[src/common/txpa_regs.svh]
`ifndef TXPA_REGS_SVH
`define TXPA_REGS_SVH
// register indices (printed offsets are not all multiples of four)
`define TXPA_IDX_PATH_CTRL 8'h16
`define TXPA_IDX_PWR_WORD 8'h05
`define TXPA_IDX_PA_CFG 8'h20
`define TXPA_IDX_STATUS 8'h21
// byte address = index * 4
`define TXPA_ADDR_PATH_CTRL 10'h058
`define TXPA_ADDR_PWR_WORD 10'h014
`define TXPA_ADDR_PA_CFG 10'h080
`define TXPA_ADDR_STATUS 10'h084
`define TXPA_ADDR_W 10
// field layout of transmit_path_control
`define TXPA_LT_HI 7
`define TXPA_LT_LO 6
`define TXPA_OFFS_HI 1
`define TXPA_OFFS_LO 0
`define TXPA_CTRL_RESET 8'h31
`define TXPA_PWR_RESET 8'h00
// lead time: 2 us per step, (code+1) steps
`define TXPA_LEAD_STEP_NS 2000
`define TXPA_CLK_PERIOD_NS 20
`define TXPA_LEAD_STEP_CYC (`TXPA_LEAD_STEP_NS / `TXPA_CLK_PERIOD_NS)
`define TXPA_CNT_W 10
`define TXPA_RESP_OKAY 2'h0
`define TXPA_RESP_SLVERR 2'h2
`endif

[src/common/txpa_pkg.sv]
package txpa_pkg;
    typedef enum logic [1:0] {
        TXPA_IDLE,
        TXPA_LEAD,
        TXPA_SEND
    } txpa_state_t;
endpackage

[src/rtl/txpa_lead_timer.sv]
`include "txpa_regs.svh"
// counts the pa lead interval; done pulses once when it elapses
module txpa_lead_timer (
    input wire logic aclk,
    input wire logic aresetn,
    input wire logic ce,
    input wire logic start,
    input wire logic [1:0] lead_code,
    output logic done
);
    logic [`TXPA_CNT_W-1:0] cnt_r;
    logic busy_r;
    wire [`TXPA_CNT_W-1:0] step = `TXPA_CNT_W'(`TXPA_LEAD_STEP_CYC);
    // two cycles of the lead go to the done flop and the chip-start flop downstream,
    // so the count is trimmed to make pa enable lead the chip by exactly (code+1) steps
    wire [`TXPA_CNT_W-1:0] lead_cyc = `TXPA_CNT_W'(step * ({8'h00, lead_code} + 10'h001));
    wire [`TXPA_CNT_W-1:0] load_val = lead_cyc - 10'h002;
    wire at_end = busy_r && (cnt_r == `TXPA_CNT_W'(0));

    always_ff @(posedge aclk) begin
        if (!aresetn) begin
            cnt_r <= '0;
            busy_r <= 1'b0;
            done <= 1'b0;
        end else if (ce) begin
            done <= at_end;
            if (start) begin
                cnt_r <= load_val;
                busy_r <= 1'b1;
            end else if (at_end) begin
                busy_r <= 1'b0;
            end else if (busy_r) begin
                cnt_r <= cnt_r - `TXPA_CNT_W'(1);
            end
        end
    end
endmodule // txpa_lead_timer

[src/rtl/txpa_top.sv]
// Functional notes
// - pa enable rises ahead of the first transmit chip by 2, 4, 6 or 8 us per bits 7:6.
// - when enabled, pa enable is driven on a differential output pin pair.
// - offset bits 1:0 code 1 means 0 dB, 2 means +1 dB, 3 means +2 dB; code 0 is reserved.
// - the offset is added to the power control word and the sum goes to power adjust.
`include "txpa_regs.svh"
module txpa_top
    import txpa_pkg::*;
(
    input wire logic aclk,
    input wire logic aresetn,
    input wire logic ce,
    input wire logic [`TXPA_ADDR_W-1:0] s_axi_awaddr,
    input wire logic s_axi_awvalid,
    output logic s_axi_awready,
    input wire logic [31:0] s_axi_wdata,
    input wire logic [3:0] s_axi_wstrb,
    input wire logic s_axi_wvalid,
    output logic s_axi_wready,
    output logic [1:0] s_axi_bresp,
    output logic s_axi_bvalid,
    input wire logic s_axi_bready,
    input wire logic [`TXPA_ADDR_W-1:0] s_axi_araddr,
    input wire logic s_axi_arvalid,
    output logic s_axi_arready,
    output logic [31:0] s_axi_rdata,
    output logic [1:0] s_axi_rresp,
    output logic s_axi_rvalid,
    input wire logic s_axi_rready,
    input wire logic tx_request,
    input wire logic tx_done,
    output logic tx_chip_start,
    output logic pa_enable,
    output logic [7:0] pa_power_adjust,
    output logic front_end_indicator_p,
    output logic front_end_indicator_n
);
    logic [7:0] ctrl_r;
    logic [7:0] tx_power_word_r;
    logic fe_out_en_r;
    txpa_state_t state_r;
    logic [1:0] offs_lat_r;
    logic aw_got_r, w_got_r;
    logic [`TXPA_ADDR_W-1:0] awaddr_r;
    logic [31:0] wdata_r;
    logic [3:0] wstrb_r;
    logic lead_done;

    // write channel: address and data accepted independently
    wire aw_fire = s_axi_awvalid && s_axi_awready;
    wire w_fire = s_axi_wvalid && s_axi_wready;
    wire wr_go = aw_got_r && w_got_r && !s_axi_bvalid;
    wire wr_ctrl = wr_go && (awaddr_r == `TXPA_ADDR_PATH_CTRL) && wstrb_r[0];
    wire wr_pwr = wr_go && (awaddr_r == `TXPA_ADDR_PWR_WORD) && wstrb_r[0];
    wire wr_cfg = wr_go && (awaddr_r == `TXPA_ADDR_PA_CFG) && wstrb_r[0];
    wire wr_hit = (awaddr_r == `TXPA_ADDR_PATH_CTRL) || (awaddr_r == `TXPA_ADDR_PWR_WORD)
        || (awaddr_r == `TXPA_ADDR_PA_CFG) || (awaddr_r == `TXPA_ADDR_STATUS);
    wire ar_fire = s_axi_arvalid && s_axi_arready;
    wire rd_hit = (s_axi_araddr == `TXPA_ADDR_PATH_CTRL) || (s_axi_araddr == `TXPA_ADDR_PWR_WORD)
        || (s_axi_araddr == `TXPA_ADDR_PA_CFG) || (s_axi_araddr == `TXPA_ADDR_STATUS);
    wire [31:0] status_word = {28'h0000000, offs_lat_r == 2'h0, pa_enable, tx_chip_start,
        state_r != TXPA_IDLE};
    wire [31:0] rd_mux =
        (s_axi_araddr == `TXPA_ADDR_PATH_CTRL) ? {24'h000000, ctrl_r} :
        (s_axi_araddr == `TXPA_ADDR_PWR_WORD) ? {24'h000000, tx_power_word_r} :
        (s_axi_araddr == `TXPA_ADDR_PA_CFG) ? {31'h00000000, fe_out_en_r} :
        (s_axi_araddr == `TXPA_ADDR_STATUS) ? status_word : 32'h00000000;

    always_ff @(posedge aclk) begin
        if (!aresetn) begin
            s_axi_awready <= 1'b1;
            s_axi_wready <= 1'b1;
            aw_got_r <= 1'b0;
            w_got_r <= 1'b0;
            awaddr_r <= '0;
            wdata_r <= '0;
            wstrb_r <= '0;
            s_axi_bvalid <= 1'b0;
            s_axi_bresp <= `TXPA_RESP_OKAY;
        end else if (ce) begin
            if (aw_fire) begin
                awaddr_r <= s_axi_awaddr;
                aw_got_r <= 1'b1;
                s_axi_awready <= 1'b0;
            end
            if (w_fire) begin
                wdata_r <= s_axi_wdata;
                wstrb_r <= s_axi_wstrb;
                w_got_r <= 1'b1;
                s_axi_wready <= 1'b0;
            end
            if (wr_go) begin
                s_axi_bvalid <= 1'b1;
                s_axi_bresp <= wr_hit ? `TXPA_RESP_OKAY : `TXPA_RESP_SLVERR;
                aw_got_r <= 1'b0;
                w_got_r <= 1'b0;
            end
            if (s_axi_bvalid && s_axi_bready) begin
                s_axi_bvalid <= 1'b0;
                s_axi_awready <= 1'b1;
                s_axi_wready <= 1'b1;
            end
        end
    end

    always_ff @(posedge aclk) begin
        if (!aresetn) begin
            s_axi_arready <= 1'b1;
            s_axi_rvalid <= 1'b0;
            s_axi_rdata <= '0;
            s_axi_rresp <= `TXPA_RESP_OKAY;
        end else if (ce) begin
            if (ar_fire) begin
                s_axi_rdata <= rd_mux;
                s_axi_rresp <= rd_hit ? `TXPA_RESP_OKAY : `TXPA_RESP_SLVERR;
                s_axi_rvalid <= 1'b1;
                s_axi_arready <= 1'b0;
            end else if (s_axi_rvalid && s_axi_rready) begin
                s_axi_rvalid <= 1'b0;
                s_axi_arready <= 1'b1;
            end
        end
    end

    // reserved bits are plain storage; code 0 of the offset is stored as written
    always_ff @(posedge aclk) begin
        if (!aresetn) begin
            ctrl_r <= `TXPA_CTRL_RESET;
            tx_power_word_r <= `TXPA_PWR_RESET;
            fe_out_en_r <= 1'b0;
        end else if (ce) begin
            if (wr_ctrl) begin
                ctrl_r <= wdata_r[7:0];
            end
            if (wr_pwr) begin
                tx_power_word_r <= wdata_r[7:0];
            end
            if (wr_cfg) begin
                fe_out_en_r <= wdata_r[0];
            end
        end
    end

    // transmit sequencer: latch settings, lead the pa, then release chips
    wire start_tx = (state_r == TXPA_IDLE) && tx_request;

    txpa_lead_timer u_lead (
        .aclk(aclk),
        .aresetn(aresetn),
        .ce(ce),
        .start(start_tx),
        .lead_code(ctrl_r[`TXPA_LT_HI:`TXPA_LT_LO]),
        .done(lead_done)
    );

    // wraps modulo 256, as an 8-bit adjust word; software avoids the wrap
    wire [7:0] adj_sum = 8'(tx_power_word_r + {6'h00, offs_lat_r});

    always_ff @(posedge aclk) begin
        if (!aresetn) begin
            state_r <= TXPA_IDLE;
            offs_lat_r <= 2'h1;
            pa_enable <= 1'b0;
            tx_chip_start <= 1'b0;
            pa_power_adjust <= 8'h00;
            front_end_indicator_p <= 1'b0;
            front_end_indicator_n <= 1'b0;
        end else if (ce) begin
            pa_power_adjust <= adj_sum;
            front_end_indicator_p <= fe_out_en_r && pa_enable;
            front_end_indicator_n <= fe_out_en_r && !pa_enable;
            tx_chip_start <= 1'b0;
            case (state_r)
                TXPA_IDLE: begin
                    if (tx_request) begin
                        offs_lat_r <= ctrl_r[`TXPA_OFFS_HI:`TXPA_OFFS_LO];
                        pa_enable <= 1'b1;
                        state_r <= TXPA_LEAD;
                    end
                end
                TXPA_LEAD: begin
                    if (lead_done) begin
                        tx_chip_start <= 1'b1;
                        state_r <= TXPA_SEND;
                    end
                end
                TXPA_SEND: begin
                    if (tx_done) begin
                        pa_enable <= 1'b0;
                        state_r <= TXPA_IDLE;
                    end
                end
                default: state_r <= TXPA_IDLE;
            endcase
        end
    end
endmodule // txpa_top

[config.mk]
export PLATFORM = sky130hd
export DESIGN_NAME = txpa_top
export DESIGN_NICKNAME = d
export VERILOG_FILES = /design/src/common/txpa_pkg.sv /design/src/rtl/txpa_lead_timer.sv /design/src/rtl/txpa_top.sv
export VERILOG_INCLUDE_DIRS = /design/src /design/src/common
export SDC_FILE = /design/constraint.sdc
export NUM_CORES = 1
export LEC_CHECK = 0
export ABC_AREA = 1
export BUFFER_PORTS_ARGS = -buffer_cell sky130_fd_sc_hd__buf_2
export CAP_MARGIN = 20
export CORE_MARGIN = 2
export CORE_UTILIZATION = 54
export CTS_BUF_LIST = sky130_fd_sc_hd__clkbuf_4
export CTS_CLUSTER_SIZE = 14
export DETAILED_ROUTE_END_ITERATION = 6
export PLACE_DENSITY = 0.88
export SYNTH_ARGS = -nofsm -noshare
export SYNTH_HDL_FRONTEND = slang
export SYNTH_SLANG_ARGS = --single-unit
[constraint.sdc]
create_clock -name aclk -period 1.9 [get_ports aclk]
set_input_delay 0.57 -clock aclk [delete_from_list [all_inputs] [get_ports aclk]]
set_output_delay 0.57 -clock aclk [all_outputs]
set_load 0.03 [all_outputs]
==> results by group, run 1 <==
Yosys
  – Ys async rst share: 0%
  – Gate Count Post-Synth: about 580
  – Cell variety after synth: between 40 and 50
  – EDFF count, synth: 0
  – Synth top cells by count: 103 x nand2_1, 81 x dfxtp_1, 71 x nor2_1
  – Yosys warns: 0
  – Top post-synthesis cells by area: dfxtp_1 38%, nand2_1 9.1%, nor2_1 6.3%
  – Synth Flop Type: dfxtp_1
  – Sequential area share after synthesis: a little under two fifths
  – Synth Cell Area: roughly 4200 µm²
  – Post-synth top area cell: dfxtp_1
  – Synth Register Bits: 81
  – Count leader, synth: nand2_1
  – Synth top area share: between 30% and 40%
  – Mapped Avg Cell Area: between 7 and 8 µm²

Timing
  – Fin crit share: ~88%
  – Sum Neg Setup Slack: 0 ns
  – PnR worst setup slack: around 0.23 ns
  – Final Slew Violations: 0
  – Shortest period the worst path allows: approximately 1.7 ns
  – Final setup viols: 0
  – Worst Hold Margin: between 0.3 and 0.4 ns
  – RSZ-0062 raised after global routing: false
  – Max Fclk: between 500 and 600 MHz
  – Fin. Hold Viols: 0
  – Clock Skew: a little under 0.02 ns

Power and ir drop
  – Power density over the cells: between 700 and 800 nW/µm²
  – Power Total: roughly 3.6 mW
  – VDD IR max: around 450 µV
  – P_leak: about 2.2 nW

Routing
  – Drt pass-1 iters: 5
  – Avg Vias per Cell: roughly 5.1
  – Post-route ant nets: 0
  – Routed len/inst: between 10 and 15 µm
  – Drc violations: 0
  – Routed vias: about 3,800
  – Final Routed Wirelength: between 9 and 10 mm
  – Initial drt markers: 333

Floorplan
  – Die Height: 92.55 µm
  – I/O pin cnt: 119
  – Core area: 7647 µm²
  – # rows: 32
  – Initial Util: 55.37%
  – Die area: between 8000 and 9000 µm²
  – Die width: 92.55 µm

Setup path
  – WP buf/inv: 1
  – Largest delay share family, worst path: flip-flops
  – Crit-path max FO: 4
  – CP endpoint kind: output port
  – Worst endpoint required time: 1.33 ns
  – Critical-path top delay cell: dfxtp_1
  – Worst Setup Start Kind: register
  – CP arrival: roughly 1.1 ns
  – Reg2Reg Setup Slack: around 0.25 ns
  – Worst-path cell chain: buf_2
  – Max incr delay on CP: around 0.43 ns
  – CP Class: register to output port

Global routing
  – All-layer global routing usage: between 20% and 30%
  – Grt ovf: 0
  – Vias in the first global route: 3,489
  – Antenna violations before repair: 0
  – First-pass GRT wire length: 15.30 mm
  – Largest net degree at the start of global routing: 41

Cells and area
  – Nets@finish: slightly above 700
  – Share of cells above drive strength 1: between 20% and 30%
  – Util after Layout: 61.50%
  – Antenna diodes: 0
  – Final Cell Area: 4703 µm²
  – Fill cell count: between 600 and 700
  – Post-Layout Cell Count: 748
  – Area Growth Syn to Fin: 11.08%

Placement
  – Post-DP HPWL: a little over 7 mm
  – IO buf count: 65
  – Cells after DPL: 732
  – Pre-CTS setup slack: 0.1218 ns
  – DP Area: approximately 4600 µm²
  – RD Place Congestion: slightly above 0.9

Clock network
  – Clock tree sinks: roughly 80
  – Total CTS buffers: 9
  – CTS tree: yes
  – Longest Clk Path Bufs: 2
  – Post-CTS sizing: 0
  – CTS root buffer: clkbuf_4
  – H-tree depth: 3
  – Post-CTS Setup Inserts: 0
  – Hold Buf Count CTS: 0
  – Reg clk slew, reported paths: between 0.1 and 0.15 ns
  – Clk_lat worst skew: between 0.4 and 0.5 ns

Hold path
  – Worst Hold Class: input port to register

Run status
  – Outcome: finished, final reports clean

Flow run
  – Max-cap check violation count: 0
-- worst min-delay path, delay by kind of cell --
kind | cells | cell delay [ns]
buf+inv | 1 | 0.09
simple gates | 1 | 0.05
compound gates | 1 | 0.05
-- cells in the final DEF, fill, tap and decap left out, types with 4 or more instances in the layout --
| cell | instances |
|---|---|
| nor3_1 | 6 |
| o21ai_0 | 48 |
| clkinv_4 | 4 |
| or2_2 | 4 |
| nor2_4 | 5 |
| buf_2 | 65 |
| xor2_1 | 5 |
| conb_1 | 26 |
| nand4_1 | 4 |
| nand3_1 | 43 |
| a21oi_1 | 45 |
| buf_4 | 6 |
| nand2_2 | 5 |
| o21ai_1 | 6 |
| nor2_2 | 4 |
| nand2_1 | 103 |
| ha_1 | 8 |
| nor2_1 | 71 |
| dfxtp_1 | 81 |
| inv_1 | 52 |
| clkbuf_4 | 11 |
-- where the power goes --
part	switching (mW)	internal [mW]	total (mW)
logic	0.498	0.233	0.730
clock network	0.616	0.440	1.06
registers	0.0687	1.79	1.85
total	1.18	2.46	3.64
-- sequential cells by signal (all words and copies together), names as in the netlist, 2 cells and up --
signal and flops:
pa_power_adjust 8, awaddr_r 10, state_r 2, ctrl_r 8, tx_power_word_r 8, s_axi_rdata 8, wdata_r 8, u_lead.cnt_r 10
offs_lat_r 2
-- layer usage --
metal	vias up	wire (µm)	track usage (%)
met2	149	4322	36.62
met4	0	327	9.950
met5	-	0	0
met3	28	559	4.963
met1	1710	4193	27.73
li1	1946	-	-
-- logic make-up (layout without fill, tap and decap cells) --
logic type / Yosys count / in the layout / synth area share [%]
adder cells (fa/ha/maj): 9 / 9 / 2.837
XOR/XNOR: 6 / 6 / 1.241
AO/OA/AOI/OAI: 113 / 113 / 14.39
other: 1 / 26 / 0.08857
buffers and inverters: 102 / 147 / 12.38
flip-flops: 81 / 81 / 38.30
AND/OR/NAND/NOR: 264 / 264 / 30.76
-- area by class of cell --
cell class,count,area (µm²),area share [%]
Multi-Input combinational cell,418,2182,46.40
Sequential cell,81,1622,34.48
Timing Repair Buffer,72,390.4,8.300
Inverter,59,235.2,5.001
Tap cell,102,127.6,2.713
Clock buffer,11,82.58,1.756
Clock inverter,5,63.81,1.357
-- final timing paths --
check | start | end | cells past startpoint
worst min register to register | awaddr_r[0] | awaddr_r[0] | 2
worst min-delay path | s_axi_wdata[5] | wdata_r[5] | 3
worst max-delay path | pa_enable | pa_enable | 1
worst max register to register | tx_power_word_r[0] | pa_power_adjust[6] | 7
Power figures use the tool's default switching activity.
==> run 2: changes to the inputs <==
Settings changed: ABC_AREA 1 to default, BUFFER_PORTS_ARGS -buffer_cell sky130_fd_sc_hd__buf_2 to -buffer_cell sky130_fd_sc_hd__clkbuf_2, CORE_UTILIZATION 54 to 53.
==> run 2 against run 1 <==
  * The flow now finishes with violations (setup timing)
  * Register-to-register slack worse by 0.28 ns
  * Utilization is 2.6 points higher
  * Non-clock buffer count up 22
  * Synthesized cell count decreased by 16%
  * Die area fell by 4.4%
  * First-iteration DRC count is 3.6% higher
  * Sequential power barely moved
  * Clock power down 4%
  * Maximum frequency is 14% lower
  * Via count grew 0.99%
  * Area after synthesis down 6.4%
  * Largest power group unchanged
==> results by group, run 2 <==
Placement
  – RD Place Congestion: 0.9422
  – IO buf count: 65
  – Pre-CTS setup slack: -0.1094 ns
  – Post-DP HPWL: roughly 7.4 mm

Yosys
  – Mapped Avg Cell Area: a little over 8 µm²
  – Count leader, synth: dfxtp_1
  – Ys async rst share: 0%
  – Gate Count Post-Synth: 481
  – Post-synth top area cell: dfxtp_1
  – Synth Flop Type: dfxtp_1
  – EDFF count, synth: 0
  – Synth Register Bits: 81
  – Synth Cell Area: around 4000 µm²
  – Cell variety after synth: just under 60
  – Top post-synthesis cells by area: dfxtp_1 41%, a21oi_1 7.3%, nand2_1 5.7%
  – Yosys warns: 0
  – Sequential area share after synthesis: about two fifths
  – Synth top cells by count: 81 x dfxtp_1, 60 x nand2_1, 58 x a21oi_1
  – Synth top area share: between 40 and 50%

Setup path
  – Max incr delay on CP: about 0.54 ns
  – CP arrival: 2.33 ns
  – Critical-path top delay cell: or4_1
  – CP Class: register to register
  – Worst Setup Start Kind: register
  – CP endpoint kind: register
  – Worst endpoint required time: roughly 2.3 ns
  – Crit-path max FO: 4
  – Worst-path cell chain: inv_2 > ha_4 > or3b_4 > or4_1 > a211o_1 > a21oi_2

Clock network
  – CTS root buffer: clkbuf_4
  – Clock tree sinks: 81
  – Longest Clk Path Bufs: 2
  – Reg clk slew, reported paths: roughly 0.13 ns
  – Clk_lat worst skew: 0.45 ns
  – H-tree depth: 3
  – CTS tree: yes
  – Total CTS buffers: 9

Timing
  – RSZ-0062 raised after global routing: true
  – Worst-margin pin slew: approximately 0.57 ns
  – Max Fclk: 518.1 MHz
  – Final Slew Violations: 0
  – Final setup viols: 1
  – Shortest period the worst path allows: around 1.9 ns
  – PnR worst setup slack: -0.02999 ns
  – Fin crit share: 101.6%
  – Sum Neg Setup Slack: -0.02999 ns
  – Clock Skew: about 0.018 ns
  – Fin. Hold Viols: 0
  – Slew margin rel.: between 60% and 70%

Cells and area
  – Share of cells above drive strength 1: 23.89%
  – Multi-input logic area: around 2200 µm²
  – Antenna diodes: 0
  – Area Growth Syn to Fin: 17.29%
  – Nets@finish: between 600 and 700
  – Fill cell count: approximately 610
  – Largest regs: awaddr_r: 10 flops, u_lead.cnt_r: 10 flops
  – Most frequent cells in the layout: 79 x dfxtp_1, 65 x clkbuf_2, 60 x nand2_1
  – Util after Layout: 64.12%
  – Commonest non-fill, non-tap cell in the layout: dfxtp_1
  – Reg area: approximately 1600 µm²

Routing
  – Post-route ant nets: 0
  – Drt pass-1 iters: 5
  – Initial drt markers: around 350
  – Routed vias: 3,871
  – Avg Vias per Cell: about 5.8
  – Routed len/inst: around 15 µm
  – Drc violations: 0
  – Final Routed Wirelength: 9.993 mm

Floorplan
  – Core area: slightly above 7000 µm²
  – Die Height: 90.50 µm
  – I/O pin cnt: 119
  – Die area: between 8000 and 9000 µm²
  – # rows: 31
  – Initial Util: a little over half
  – Die width: between 90 and 100 µm

Run status
  – Failing checks: setup timing
  – Outcome: complete, but fails checks

Global routing
  – All-layer global routing usage: 24.60%
  – Grt ovf: 0
  – Antenna violations before repair: 0
  – First-pass GRT wire length: about 17 mm
  – Vias in the first global route: around 3,500
  – Largest net degree at the start of global routing: 45

Power and ir drop
  – VDD IR max: 390.5 µV
  – Power Total: approximately 3.5 mW
  – P_leak: approximately 1.9 nW
  – Power density over the cells: about 760 nW/µm²

Hold path
  – Worst Hold Class: input port to register

Flow run
  – Max-cap check violation count: 0
[run 2: layer usage]
metal	up-vias	routed length [µm]	GRT usage (%)
met1	1794	4350	32.41
met5	-	0	0
met2	189	4625	38.99
met3	30	741	4.925
met4	0	274	11.03
li1	1858	-	-
[run 2: path summary, 6_finish.rpt]
path / startpoint / end / slack [ns] / cells past startpoint
worst max-delay path: u_lead.cnt_r[1] / u_lead.cnt_r[8] / -0.03 / 6
worst min-delay path: s_axi_wdata[4] / wdata_r[4] / 0.32 / 3
worst max register to register: u_lead.cnt_r[1] / u_lead.cnt_r[8] / -0.03 / 6
worst min register to register: awaddr_r[0] / awaddr_r[0] / 0.47 / 2
[run 2: kinds of logic (layout without fill, tap and decap cells)]
logic type	after synthesis	count (layout)	synth area share, %
and+or+nand+nor	182	182	24.33
AOI/OAI and AO/OA	137	137	21.27
adders and majority gates	9	9	3.029
DFF	81	81	40.90
other	1	26	0.09458
buffers and inverters	62	121	8.331
xor gates and xnor gates	7	7	1.546
muxes	2	2	0.5049
[run 2: critical path, delay by kind of cell, from the launching register on]
kind	cells	cell delay (ns)
AO/OA/AOI/OAI	2	0.39
buffers and inverters	1	0.07
AND/OR/NAND/NOR	2	0.95
flip-flops	1	0.35
adder cells (fa/ha/maj)	1	0.12
[run 2: final cells by class]
cell class | instances | share of cell area [%]
Clock buffer | 10 | 1.614
Clock inverter | 5 | 1.238
Inverter | 12 | 0.9685
Multi-Input combinational cell | 363 | 46.38
Sequential cell | 81 | 34.92
Tap cell | 99 | 2.663
Timing Repair Buffer | 94 | 12.21
[run 2: what timing repair did]
action / CTS / global route
hold buffers: 0 / 0
pin swaps: 4 / 0
setup endpoints to repair: 3 / 6
hold endpoints to repair: 0 / 0
gates cloned: 0 / 0
gates resized for setup: 5 / 5
buffers inserted: 1 / 0
[run 2: where the power goes]
part | switching, mW | internal (mW) | total (mW)
Sequential | 0.0609 | 1.77 | 1.83
Clock | 0.612 | 0.409 | 1.02
Combinational | 0.439 | 0.253 | 0.692
[run 2: through the flow]
step,instances,hold WS (ns),instance area (µm²)
6_report,664,0.3214,4651
5_1_grt,664,0.3225,4651
4_1_cts,664,0.3133,4626
3_5_place_dp,648,0.4524,4473
3_3_place_gp,648,0.4429,4473
2_1_floorplan,506,0.4360,4074
==> run 3: changes to the inputs <==
Settings changed: ABC_AREA from default to 1, CORE_UTILIZATION 53 to 54, SLEW_MARGIN from default to 20.
==> run 3 against run 2 <==
  * Cell area grew 1.0%
  * Cell count is 13% higher
  * Sequential power hardly changed
  * The run now ends clean
  * Sequential share of layout area decreased by 0.41 points
  * Critical endpoint is now pa_enable
  * Maximum frequency up 16%
  * Routed wire length down 7.7%
  * Critical path type is now register to output port
  * Via count increased by 0.13%
  * First-iteration DRC count down 25%
  * Utilization decreased by 2.7 points
==> results by group, run 3 (synthesized netlist as in run 1, its figures left out) <==
Run status
  – Outcome: finished, final reports clean

Setup path
  – Worst-path cell chain: clkbuf_2
  – Max incr delay on CP: 0.44 ns
  – Reg2Reg Depth: 7
  – CP arrival: 1.10 ns
  – Largest delay share family, worst path: flip-flops
  – CP Class: register to output port
  – CP endpoint kind: output port
  – Critical-path top delay cell: dfxtp_1
  – WP buf/inv: 1
  – Worst Setup Start Kind: register
  – Crit-path max FO: 4
  – Stages on worst setup path: 1
  – Worst endpoint required time: 1.33 ns

Timing
  – Fin crit share: between 80 and 90%
  – Max Fclk: 598.6 MHz
  – Final Slew Violations: 0
  – Shortest period the worst path allows: roughly 1.7 ns
  – Clock Skew: around 0.012 ns
  – Sum Neg Setup Slack: 0 ns
  – Fin. Hold Viols: 0
  – Final setup viols: 0
  – PnR worst setup slack: approximately 0.23 ns
  – RSZ-0062 raised after global routing: false

Routing
  – Drc violations: 0
  – Avg Vias per Cell: approximately 5.2
  – Final Routed Wirelength: ~9.2 mm
  – Post-route ant nets: 0
  – Routed vias: ~3,900
  – Initial drt markers: between 200 and 300
  – Routed len/inst: 12.33 µm
  – Drt pass-1 iters: 5

Cells and area
  – Area Growth Syn to Fin: 10.96%
  – Util after Layout: 61.44%
  – Nets@finish: about 720
  – Share of cells above drive strength 1: between 20 and 25%
  – Antenna diodes: 0
  – Commonest non-fill, non-tap cell in the layout: nand2_1
  – Largest regs: awaddr_r: 10 flops, u_lead.cnt_r: 10 flops
  – Most frequent cells in the layout: 103 x nand2_1, 81 x dfxtp_1, 71 x nor2_1

Placement
  – Pre-CTS setup slack: roughly 0.16 ns
  – RD Place Congestion: just over 0.9
  – Post-DP HPWL: a little under 7 mm
  – IO buf count: 65

Clock network
  – Longest Clk Path Bufs: 2
  – Post-CTS Setup Inserts: 0
  – H-tree depth: 3
  – Clock tree sinks: slightly above 80
  – CTS root buffer: clkbuf_4
  – Post-CTS sizing: 0
  – CTS tree: yes
  – Reg clk slew, reported paths: between 0.1 and 0.15 ns
  – Total CTS buffers: 9
  – Clk_lat worst skew: roughly 0.43 ns
  – Hold Buf Count CTS: 0

Global routing
  – Antenna violations before repair: 0
  – Vias in the first global route: 3,439
  – Largest net degree at the start of global routing: 47
  – All-layer global routing usage: approximately 22%
  – Grt ovf: 0
  – First-pass GRT wire length: between 15 and 20 mm

Power and ir drop
  – VDD IR max: 494.1 µV
  – Power Total: between 3 and 4 mW
  – Power density over the cells: a little under 800 nW/µm²
  – P_leak: between 2 and 2.5 nW

Floorplan
  – # rows: 32
  – Die area: ~8600 µm²
  – Initial Util: 55.37%
  – I/O pin cnt: 119
  – Core area: about 7600 µm²
  – Die width: 92.55 µm
  – Die Height: between 90 and 100 µm

Flow run
  – Max-cap check violation count: 0

Hold path
  – Worst Hold Class: input port to register
  – Hold depth: 3
==> run 3: cell count changes in the layout (fill, tap and decap cells not counted), sizes merged, moves of 6 or more <==
cell    change
a21oi      -11
a221oi      -9
and3        -6
buf        -22
inv        +46
nand2      +52
nand3      +20
nand4       -8
nor2       +54
nor4        -8
o21ai      +28
o31ai       -9
==> run 3: path summary, 6_finish.rpt <==
| path | start | endpoint | slack (ns) |
|---|---|---|---|
| setup / recovery | pa_enable | pa_enable | 0.23 |
| hold reg to reg | awaddr_r[9] | awaddr_r[9] | 0.48 |
| hold / removal | s_axi_awaddr[0] | awaddr_r[0] | 0.35 |
| setup reg to reg | tx_power_word_r[0] | pa_power_adjust[6] | 0.25 |
==> run 3: routing by layer <==
layer / GRT usage [%] / share of wire [%]
met5: 0 / 0
met1: 28.41 / 44
met2: 36.37 / 47
met4: 9.701 / 3.0
met3: 3.824 / 6.3
==> run 3: cell type report <==
cell class | count | area (µm²)
clock buffer | 10 | 75.07
clock inverter | 6 | 66.31
fill | 672 | 2949
inverter | 59 | 235.2
multi-input combinational | 418 | 2182
sequential | 81 | 1622
tap | 102 | 127.6
timing repair buffer | 72 | 390.4
==> run 3: where the power goes <==
| part | switching [mW] | total (mW) | internal [mW] | leakage (nW) |
|---|---|---|---|---|
| sequential | 0.0698 | 1.86 | 1.79 | 0.662 |
| clock | 0.614 | 1.03 | 0.418 | 0.0707 |
| combinational | 0.500 | 0.732 | 0.232 | 1.48 |
==> run 3: through the flow <==
step	hold slack (ns)	cells	area (µm²)
after floorplan	0.4297	601	4328
after global placement	0.4531	732	4557
after detailed placement	0.4562	732	4557
after CTS	0.3430	748	4698
after global routing	0.3401	748	4698
final	0.3515	748	4698
